<file path="src/shared/ssr_defines.svh">
// Purpose: constants for the synchronous serial receive port
// Assumes: 8-bit register data, 3-bit register address
// Notes:   offsets, field positions, reset values and clock scaling
`ifndef SSR_DEFINES_SVH
`define SSR_DEFINES_SVH

// register offsets
`define SSR_OFS_RX_STATUS_CONTROL 3'h0
`define SSR_OFS_TX_STATUS_CONTROL 3'h1
`define SSR_OFS_BAUD_DIVISOR      3'h2
`define SSR_OFS_RX_HOLDING        3'h3
`define SSR_OFS_TX_HOLDING        3'h4
`define SSR_OFS_PERIPH_FLAG       3'h5

// rx_status_control fields
`define SSR_RS_PORT_ENABLE    7
`define SSR_RS_NINE_BIT       6
`define SSR_RS_SINGLE_RX      5
`define SSR_RS_CONT_RX        4
`define SSR_RS_ADDR_DETECT    3
`define SSR_RS_FRAMING_ERROR  2
`define SSR_RS_OVERRUN        1
`define SSR_RS_NINTH_BIT      0

// tx_status_control fields
`define SSR_TS_CLOCK_SOURCE   7
`define SSR_TS_NINE_BIT_TX    6
`define SSR_TS_TRANSMIT_EN    5
`define SSR_TS_SYNC_MODE      4
`define SSR_TS_RESERVED       3
`define SSR_TS_HIGH_SPEED     2
`define SSR_TS_SHIFT_EMPTY    1
`define SSR_TS_TX_NINTH       0

// peripheral flag register field
`define SSR_PF_RX_PENDING     5

// reset values
`define SSR_RST_RX_STATUS_CONTROL 8'h00
`define SSR_RST_TX_STATUS_CONTROL 8'h02
`define SSR_RST_BAUD_DIVISOR      8'h00
`define SSR_RST_TX_HOLDING        8'h00

// half bit-clock period = (divisor + 1) * scale core clocks
`define SSR_SCALE_HIGH_SPEED  11'h001
`define SSR_SCALE_LOW_SPEED   11'h004

// last bit index of a character
`define SSR_LAST_BIT_8        4'h7
`define SSR_LAST_BIT_9        4'h8

`endif

</file>
<file path="src/shared/ssr_pkg.sv">
// Purpose: types shared by the synchronous serial receive port
// Assumes: ssr_defines.svh for all numeric constants
// Notes:   bus request and pin groups travel as packed structs
package ssr_pkg;

  // register bus request from software
  typedef struct packed {
    logic [2:0] addr;
    logic [7:0] wdata;
    logic       wr;
    logic       rd;
  } ssr_bus_req_type;

  // drive side of a two-way pin
  typedef struct packed {
    logic out;
    logic oe;
  } ssr_pin_drive_type;

  // master bit-clock phases
  typedef enum logic [1:0] {
    CK_IDLE,
    CK_HIGH,
    CK_LOW
  } ssr_ck_state_type;

endpackage
</file>
<file path="src/rtl/ssr_rx_port.sv">
// Purpose: synchronous serial receive port, master and slave clocking
// Assumes: core_clk 100 MHz; pins sampled through ssr_sync2
// Notes:   transmit shifter not present; data pin is never driven
`timescale 1ns/1ns
`include "ssr_defines.svh"
module ssr_rx_port
  import ssr_pkg::*;
#(
  parameter int FIFO_DEPTH = 2,
  parameter int CHAR_WIDTH = 9
)
(
  // clock and reset
  input  wire logic              core_clk,
  input  wire logic              reset,
  // register bus
  input  wire ssr_bus_req_type   bus_req,
  output logic      [7:0]        rd_data,
  // clock pin
  input  wire logic              clock_pin_in,
  output ssr_pin_drive_type      clock_pin_drv,
  // data pin
  input  wire logic              data_pin_in,
  output ssr_pin_drive_type      data_pin_drv,
  // status
  output logic                   rx_pending_flag
);

  localparam int PW = (FIFO_DEPTH > 1) ? $clog2(FIFO_DEPTH) : 1;
  localparam int CW = $clog2(FIFO_DEPTH + 1);

  // control registers
  logic [7:0]            rx_ctl_r;
  logic [7:0]            tx_ctl_r;
  logic [7:0]            baud_divisor_r;
  logic [7:0]            tx_holding_r;
  logic                  overrun_r;
  logic                  ovr_single_r;
  // receive datapath
  logic [CHAR_WIDTH-1:0] shift_r;
  logic [3:0]            bit_cnt_r;
  logic [CHAR_WIDTH-1:0] fifo_mem [FIFO_DEPTH];
  logic [PW-1:0]         wr_ptr_r;
  logic [PW-1:0]         rd_ptr_r;
  logic [CW-1:0]         count_r;
  // master clock
  ssr_ck_state_type      ck_state_r;
  logic [10:0]           div_cnt_r;
  logic                  clk_high_r;
  // slave edge detect
  logic                  s_clk;
  logic                  s_data;
  logic                  s_clk_d_r;

  // field views
  logic port_en;
  logic nine_bit;
  logic single_rx;
  logic cont_rx;
  logic sync_mode;
  logic master;
  logic high_speed;
  assign port_en    = rx_ctl_r[`SSR_RS_PORT_ENABLE];
  assign nine_bit   = rx_ctl_r[`SSR_RS_NINE_BIT];
  assign single_rx  = rx_ctl_r[`SSR_RS_SINGLE_RX];
  assign cont_rx    = rx_ctl_r[`SSR_RS_CONT_RX];
  assign sync_mode  = tx_ctl_r[`SSR_TS_SYNC_MODE];
  assign master     = tx_ctl_r[`SSR_TS_CLOCK_SOURCE];
  assign high_speed = tx_ctl_r[`SSR_TS_HIGH_SPEED];

  // bus decode
  logic wr_rxc;
  logic wr_txc;
  logic wr_baud;
  logic wr_txh;
  logic rd_rxh;
  assign wr_rxc  = bus_req.wr && (bus_req.addr == `SSR_OFS_RX_STATUS_CONTROL);
  assign wr_txc  = bus_req.wr && (bus_req.addr == `SSR_OFS_TX_STATUS_CONTROL);
  assign wr_baud = bus_req.wr && (bus_req.addr == `SSR_OFS_BAUD_DIVISOR);
  assign wr_txh  = bus_req.wr && (bus_req.addr == `SSR_OFS_TX_HOLDING);
  assign rd_rxh  = bus_req.rd && (bus_req.addr == `SSR_OFS_RX_HOLDING);

  // mode selection
  logic port_on;
  logic rx_mode;
  logic rx_active;
  logic master_rx;
  logic slave_rx;
  assign port_on   = port_en && sync_mode;
  assign rx_mode   = single_rx || cont_rx;
  assign rx_active = port_on && rx_mode && !overrun_r;
  assign master_rx = rx_active && master;
  assign slave_rx  = rx_active && !master;

  // continuous enable being cleared by software this cycle
  logic cont_clear;
  assign cont_clear = wr_rxc && cont_rx && !bus_req.wdata[`SSR_RS_CONT_RX];

  // pin synchronisers
  ssr_sync2
  #(
    .WIDTH (2)
  )
  u_pin_sync
  (
    .core_clk (core_clk),
    .reset    (reset),
    .async_in ({clock_pin_in, data_pin_in}),
    .sync_out ({s_clk, s_data})
  );

  // slave clock history, fed from the second stage only
  always_ff @(posedge core_clk)
  begin
    if (reset)
      s_clk_d_r <= 1'b0;
    else
      s_clk_d_r <= s_clk;
  end

  // divider limit: half bit-clock length in core clocks minus one
  logic [10:0] half_lim;
  logic        half_tick;
  assign half_lim  = ({3'h0, baud_divisor_r} + 11'h001)
                     * (high_speed ? `SSR_SCALE_HIGH_SPEED : `SSR_SCALE_LOW_SPEED)
                     - 11'h001;
  assign half_tick = master_rx && (div_cnt_r >= half_lim);

  // divider, free while master receive runs
  always_ff @(posedge core_clk)
  begin
    if (reset || !master_rx || half_tick)
      div_cnt_r <= 11'h000;
    else
      div_cnt_r <= div_cnt_r + 11'h001;
  end

  // master clock phases
  always_ff @(posedge core_clk)
  begin
    if (reset || !port_en)
    begin
      ck_state_r <= CK_IDLE;
      clk_high_r <= 1'b0;
    end
    else if (!master_rx || (cont_clear && !single_rx))
    begin
      ck_state_r <= CK_IDLE;
      clk_high_r <= 1'b0;
    end
    else if (half_tick)
    begin
      unique case (ck_state_r)
        CK_IDLE, CK_LOW:
        begin
          ck_state_r <= CK_HIGH;
          clk_high_r <= 1'b1;
        end
        CK_HIGH:
        begin
          ck_state_r <= CK_LOW;
          clk_high_r <= 1'b0;
        end
      endcase
    end
  end

  // trailing-edge sample event from either clock source
  logic sample_evt;
  logic last_bit;
  logic char_done;
  assign sample_evt = (master_rx && half_tick && (ck_state_r == CK_HIGH))
                      || (slave_rx && s_clk_d_r && !s_clk);
  assign last_bit   = bit_cnt_r == (nine_bit ? `SSR_LAST_BIT_9 : `SSR_LAST_BIT_8);
  assign char_done  = sample_evt && last_bit;

  // completed character with the final bit merged in
  logic [CHAR_WIDTH-1:0] done_char;
  always_comb
  begin
    done_char = shift_r;
    done_char[bit_cnt_r] = s_data;
    if (!nine_bit)
      done_char[CHAR_WIDTH-1] = 1'b0;
  end

  // receive shift register and bit counter
  always_ff @(posedge core_clk)
  begin
    if (reset || !port_en)
    begin
      shift_r   <= '0;
      bit_cnt_r <= 4'h0;
    end
    else if (!rx_active || (cont_clear && !single_rx))
      bit_cnt_r <= 4'h0;
    else if (sample_evt)
    begin
      shift_r[bit_cnt_r] <= s_data;
      bit_cnt_r          <= last_bit ? 4'h0 : bit_cnt_r + 4'h1;
    end
  end

  // fifo handshakes
  logic pop;
  logic full_eff;
  logic push;
  assign pop      = rd_rxh && (count_r != '0);
  assign full_eff = (count_r == CW'(FIFO_DEPTH)) && !pop;
  assign push     = char_done && !full_eff;

  // fifo storage, two entries by default
  always_ff @(posedge core_clk)
  begin
    if (push)
      fifo_mem[wr_ptr_r] <= done_char;
  end

  // fifo pointers and fill count
  always_ff @(posedge core_clk)
  begin
    if (reset || !port_en)
    begin
      wr_ptr_r <= '0;
      rd_ptr_r <= '0;
      count_r  <= '0;
    end
    else
    begin
      if (push)
        wr_ptr_r <= (wr_ptr_r == PW'(FIFO_DEPTH - 1)) ? '0 : wr_ptr_r + PW'(1);
      if (pop)
        rd_ptr_r <= (rd_ptr_r == PW'(FIFO_DEPTH - 1)) ? '0 : rd_ptr_r + PW'(1);
      if (push && !pop)
        count_r <= count_r + CW'(1);
      else if (pop && !push)
        count_r <= count_r - CW'(1);
    end
  end

  assign rx_pending_flag = count_r != '0;

  // overrun flag, set wins over clear
  always_ff @(posedge core_clk)
  begin
    if (reset || !port_en)
    begin
      overrun_r    <= 1'b0;
      ovr_single_r <= 1'b0;
    end
    else if (char_done && full_eff)
    begin
      overrun_r    <= 1'b1;
      ovr_single_r <= single_rx && !cont_rx;
    end
    else if (overrun_r && ((ovr_single_r && rd_rxh) || (!ovr_single_r && cont_clear)))
      overrun_r <= 1'b0;
  end

  // rx_status_control, hardware clears single receive after a master-mode character
  always_ff @(posedge core_clk)
  begin
    if (reset)
      rx_ctl_r <= `SSR_RST_RX_STATUS_CONTROL;
    else if (wr_rxc)
      rx_ctl_r <= bus_req.wdata;
    else if (char_done && master_rx)
      rx_ctl_r[`SSR_RS_SINGLE_RX] <= 1'b0;
  end

  // other software registers
  always_ff @(posedge core_clk)
  begin
    if (reset)
    begin
      tx_ctl_r       <= `SSR_RST_TX_STATUS_CONTROL;
      baud_divisor_r <= `SSR_RST_BAUD_DIVISOR;
      tx_holding_r   <= `SSR_RST_TX_HOLDING;
    end
    else
    begin
      if (wr_txc)
        tx_ctl_r <= bus_req.wdata;
      if (wr_baud)
        baud_divisor_r <= bus_req.wdata;
      if (wr_txh)
        tx_holding_r <= bus_req.wdata;
    end
  end

  // oldest entry, zero when empty
  logic [CHAR_WIDTH-1:0] head;
  assign head = rx_pending_flag ? fifo_mem[rd_ptr_r] : '0;

  // status views assembled for reads
  logic [7:0] rx_status_view;
  logic [7:0] tx_status_view;
  logic [7:0] periph_view;
  always_comb
  begin
    rx_status_view = rx_ctl_r;
    rx_status_view[`SSR_RS_FRAMING_ERROR] = 1'b0;
    rx_status_view[`SSR_RS_OVERRUN]       = overrun_r;
    rx_status_view[`SSR_RS_NINTH_BIT]     = head[CHAR_WIDTH-1];
    tx_status_view = tx_ctl_r;
    tx_status_view[`SSR_TS_SHIFT_EMPTY]   = 1'b1;
    tx_status_view[`SSR_TS_RESERVED]      = 1'b0;
    periph_view = 8'h00;
    periph_view[`SSR_PF_RX_PENDING]       = rx_pending_flag;
  end

  // read data, one cycle after the read strobe
  always_ff @(posedge core_clk)
  begin
    if (reset)
      rd_data <= 8'h00;
    else if (bus_req.rd)
    begin
      unique case (bus_req.addr)
        `SSR_OFS_RX_STATUS_CONTROL: rd_data <= rx_status_view;
        `SSR_OFS_TX_STATUS_CONTROL: rd_data <= tx_status_view;
        `SSR_OFS_BAUD_DIVISOR:      rd_data <= baud_divisor_r;
        `SSR_OFS_RX_HOLDING:        rd_data <= head[7:0];
        `SSR_OFS_PERIPH_FLAG:       rd_data <= periph_view;
        default:                    rd_data <= 8'h00;
      endcase
    end
    else
      rd_data <= 8'h00;
  end

  // pin drivers
  always_comb
  begin
    clock_pin_drv.out = clk_high_r;
    clock_pin_drv.oe  = port_on && master;
    data_pin_drv.out  = 1'b0;
    data_pin_drv.oe   = 1'b0;
  end

endmodule

</file>
<file path="src/rtl/ssr_sync2.sv">
// Purpose: two-flop synchroniser for pin inputs
// Assumes: inputs asynchronous to core_clk
// Notes:   first stage is read only by the second stage
`timescale 1ns/1ns
module ssr_sync2
#(
  parameter int WIDTH = 1
)
(
  // clock and reset
  input  wire logic             core_clk,
  input  wire logic             reset,
  // asynchronous in, synchronised out
  input  wire logic [WIDTH-1:0] async_in,
  output logic      [WIDTH-1:0] sync_out
);

  logic [WIDTH-1:0] meta_r;

  // two stages, reset to zero
  always_ff @(posedge core_clk)
  begin
    if (reset)
    begin
      meta_r   <= '0;
      sync_out <= '0;
    end
    else
    begin
      meta_r   <= async_in;
      sync_out <= meta_r;
    end
  end

endmodule

</file>
<file path="config.mk">
export PLATFORM = sky130hd
export DESIGN_NAME = ssr_rx_port
export DESIGN_NICKNAME = d
export VERILOG_FILES = /design/src/shared/ssr_pkg.sv /design/src/rtl/ssr_rx_port.sv /design/src/rtl/ssr_sync2.sv
export VERILOG_INCLUDE_DIRS = /design/src /design/src/shared
export SDC_FILE = /design/constraint.sdc
export NUM_CORES = 1
export LEC_CHECK = 0
export ABC_AREA = 1
export ABC_CLOCK_PERIOD_IN_PS = 4930
export BUFFER_PORTS_ARGS = -buffer_cell sky130_fd_sc_hd__buf_2
export CORE_ASPECT_RATIO = 0.8
export CORE_MARGIN = 1.5
export CORE_UTILIZATION = 51
export DETAILED_ROUTE_END_ITERATION = 8
export PLACE_DENSITY = 0.69
export SYNTH_ARGS = -nofsm -noshare
export SYNTH_HDL_FRONTEND = slang
export SYNTH_SLANG_ARGS = --single-unit
</file>
<file path="constraint.sdc">
create_clock -name core_clk -period 4.93 [get_ports core_clk]
set_input_delay 0.493 -clock core_clk [delete_from_list [all_inputs] [get_ports core_clk]]
set_output_delay 0.493 -clock core_clk [all_outputs]
set_load 0.005 [all_outputs]
</file>
==> metrics.txt <==
Mapped Area about 4700 sq um; # rows 30; WHS approximately 360 ps; vias in the first global route roughly 3600; clock buffer depth 2; worst reg2reg setup slack about 240 ps; commonest cells after routing, fill and taps aside nand2_1 (109), inv_1 (96), nor2_1 (67), dfxtp_1 (62), a21oi_1 (48); Final Max Slew Viols 0; Worst R2R Path Depth 31; fin crit period roughly 4700 ps; critical path class flip-flop to flip-flop; final clock skew roughly 8.6 ps; Crit. End Element flip-flop; Power Density slightly below 300 nW/um^2; CP required 5160 ps; ANT cells 0; initial antenna violation count 0; Peak VDD IR 0.258 mV; Initial Util between 50% and 60%; flops & latches, synth 83; Total Wirelength between 10 and 15 mm; slew of the pin with the lowest slew margin roughly 740 ps; critical path's largest stage delay ~510 ps; vias per cell around 5.3; leakage power between 2 and 2.5 nW; Top FF cell, synth dfxtp_1; via count between 4000 and 5000; status completed; Setup crit start baud_divisor_r[1]$_SDFFE_PP0P_; critical path startpoint category flip-flop; layout cells sized above 1 around 16%; Peak Freq roughly 210 MHz; CORE AREA ~8700 sq um; reg2reg end count_r[1]$_SDFFE_PP0P_; Synth warnings 0; register area share after synthesis 39.5%; Detail Route Antenna Nets 0; CP max FO 4; Final Hold Vio Count 0; total power 1.60 mW; count of cell types in the netlist 40; Worst-Skew Late Latency 340 ps; clock-pin slew on the worst setup and hold paths 70 ps; post-layout util a little over three fifths; pre-CTS WS ~28 ps; largest net degree at the start of global routing 19; drt wl/cell 14.3 um; Hold WC Path Type input pin to flip-flop; residual DRC count 0; post-DP HPWL 8.06 mm; width of the die roughly 110 um; CTS tree built; Placer Congestion 0.894; FFs w/ async S/R, synth 0%; syn avg cell area 7.62 sq um; Global Route Usage Sum ~23%; Reg2Reg Launch Point baud_divisor_r[1]$_SDFFE_PP0P_; H-tree depth 3; port bufs 27; Iter 0 DRT Violations between 200 and 300; most common cell after layout, fill and taps aside nand2_1; I/O pin count 30; 1st-pass router iterations 5; Post-Synthesis Cells slightly above 600; dpl cells 743; first-pass GRT wire length roughly 17 mm; hold buffers post-CTS 0; Most common cell on crit path nand2_1; Nets about 700; CTS Root Cell clkbuf_16; maxcap violations 0; Slowest-stage cell, CP fa_1; Data arrival, critical path 4920 ps; Final period util 95.2%; Setup crit end count_r[1]$_SDFFE_PP0P_; clk sinks 83; GR Overflow Total 0; Inserted Clock Buffers 9; Setup violations, final 0; Slew headroom between 50 and 60%; Syn-to-layout area delta 16.5%; number of enable flip-flop cells after synthesis 18; Final Non-Filler Cells between 700 and 800; Die Height 88.5 um; Die Area between 9000 and 10000 sq um; final worst-path setup slack ~240 ps
==> power breakdown <==
group	switching, mW	total (mW)	internal [mW]	leakage, nW
clock	0.290	0.690	0.400	0.152
sequential	0.00610	0.704	0.698	0.665
combinational	0.124	0.207	0.0833	1.47
total	0.420	1.60	1.18	2.28
==> through the flow <==
step                      instance area [sq um]  TNS (ps)
after floorplan                            4660         0
after global placement                     4910         0
after detailed placement                   4910         0
after CTS                                  5220         0
after global routing                       5430      -556
final                                      5430         0
==> repair_timing <==
action                                  CTS  global route
endpoints found under the setup margin    0            47
buffers inserted                          0             6
resized for setup                         0            41
==> sequential cells by signal, indices dropped and copies added, names as in the netlist, named ones only <==
name                 cells
s_clk_d_r                1
wr_ptr_r                 1
rx_ctl_r                 5
u_pin_sync.sync_out      2
fifo_mem                18
tx_ctl_r                 6
rd_ptr_r                 1
div_cnt_r               11
shift_r                  9
count_r                  2
baud_divisor_r           8
u_pin_sync.meta_r        2
rd_data                  8
overrun_r                1
ovr_single_r             1
bit_cnt_r                4
ck_state_r               2
==> cells by family (layout without fill, tap and decap cells) <==
kind of cell	count (synthesis)	count (layout)	synth area share (%)
adder cells (fa/ha/maj)	36	36	10.5
other	1	2	0.0805
AND/OR/NAND/NOR	236	236	21.9
XOR/XNOR	16	16	3.33
AO/OA/AOI/OAI	122	122	14.7
buffers and inverters	118	158	10.0
flip-flops	83	83	39.5
==> worst max-delay path: cells and delay by family (launching register included) <==
kind | cells | cell delay (ps)
simple gates | 18 | 1710
fa+ha+maj | 5 | 1480
xor+xnor | 2 | 520
compound gates | 4 | 370
flops | 1 | 350
buf+inv | 2 | 160
==> per-layer routing <==
metal | GRT usage [%] | vias to the layer above | share of wire (%)
met5 | 0 | - | 0
met3 | 4.71 | 16 | 5.4
met4 | 7.20 | 0 | 1.6
li1 | - | 2063 | -
met1 | 33.2 | 1833 | 50
met2 | 34.4 | 127 | 43
==> Yosys cell counts, types with 3 or more instances <==
| master | n | area share (%) |
|---|---|---|
| a221oi_1 | 3 | 0.56 |
| fa_1 | 5 | 2.1 |
| nor2_1 | 74 | 6.0 |
| xnor2_1 | 4 | 0.75 |
| o22ai_1 | 5 | 0.67 |
| a21oi_1 | 54 | 5.8 |
| inv_1 | 99 | 8.0 |
| buf_2 | 4 | 0.43 |
| o21ai_0 | 40 | 4.3 |
| a211oi_1 | 3 | 0.48 |
| ha_1 | 31 | 8.3 |
| a31oi_1 | 6 | 0.81 |
| nand3_1 | 19 | 2.0 |
| inv_2 | 4 | 0.32 |
| nand4_1 | 9 | 1.2 |
| nand2_1 | 111 | 8.9 |
| dfxtp_1 | 65 | 28 |
| a21oi_2 | 3 | 0.56 |
| nand3_2 | 3 | 0.64 |
| clkbuf_1 | 6 | 0.48 |
| buf_4 | 3 | 0.48 |
| xor2_1 | 11 | 2.1 |
| nor3_1 | 11 | 1.2 |
| edfxtp_1 | 18 | 12 |
==> final cells by class <==
cell class | instances | area, sq um
fillers | 762 | 3240
clock inverters | 7 | 81.3
repair buffers | 38 | 230
flip-flops and latches | 83 | 1850
well taps | 112 | 140
multi-input cells | 412 | 2520
inverters | 104 | 390
clock buffers | 9 | 225
==> worst min-delay path by stage <==
stage	slack (ps)	cells after the start	startpoint	to
final	360	3	data_pin_in	u_pin_sync.meta_r[0]$_SDFF_PP0_
after global routing	360	3	data_pin_in	u_pin_sync.meta_r[0]$_SDFF_PP0_
after CTS	360	3	data_pin_in	u_pin_sync.meta_r[0]$_SDFF_PP0_
after detailed placement	390	2	u_pin_sync.meta_r[1]$_SDFF_PP0_	u_pin_sync.sync_out[1]$_SDFF_PP0_
after global placement	390	2	u_pin_sync.meta_r[1]$_SDFF_PP0_	u_pin_sync.sync_out[1]$_SDFF_PP0_
after floorplan	390	2	u_pin_sync.meta_r[0]$_SDFF_PP0_	u_pin_sync.sync_out[0]$_SDFF_PP0_
Note: power is estimated with default switching activity, not from simulation.
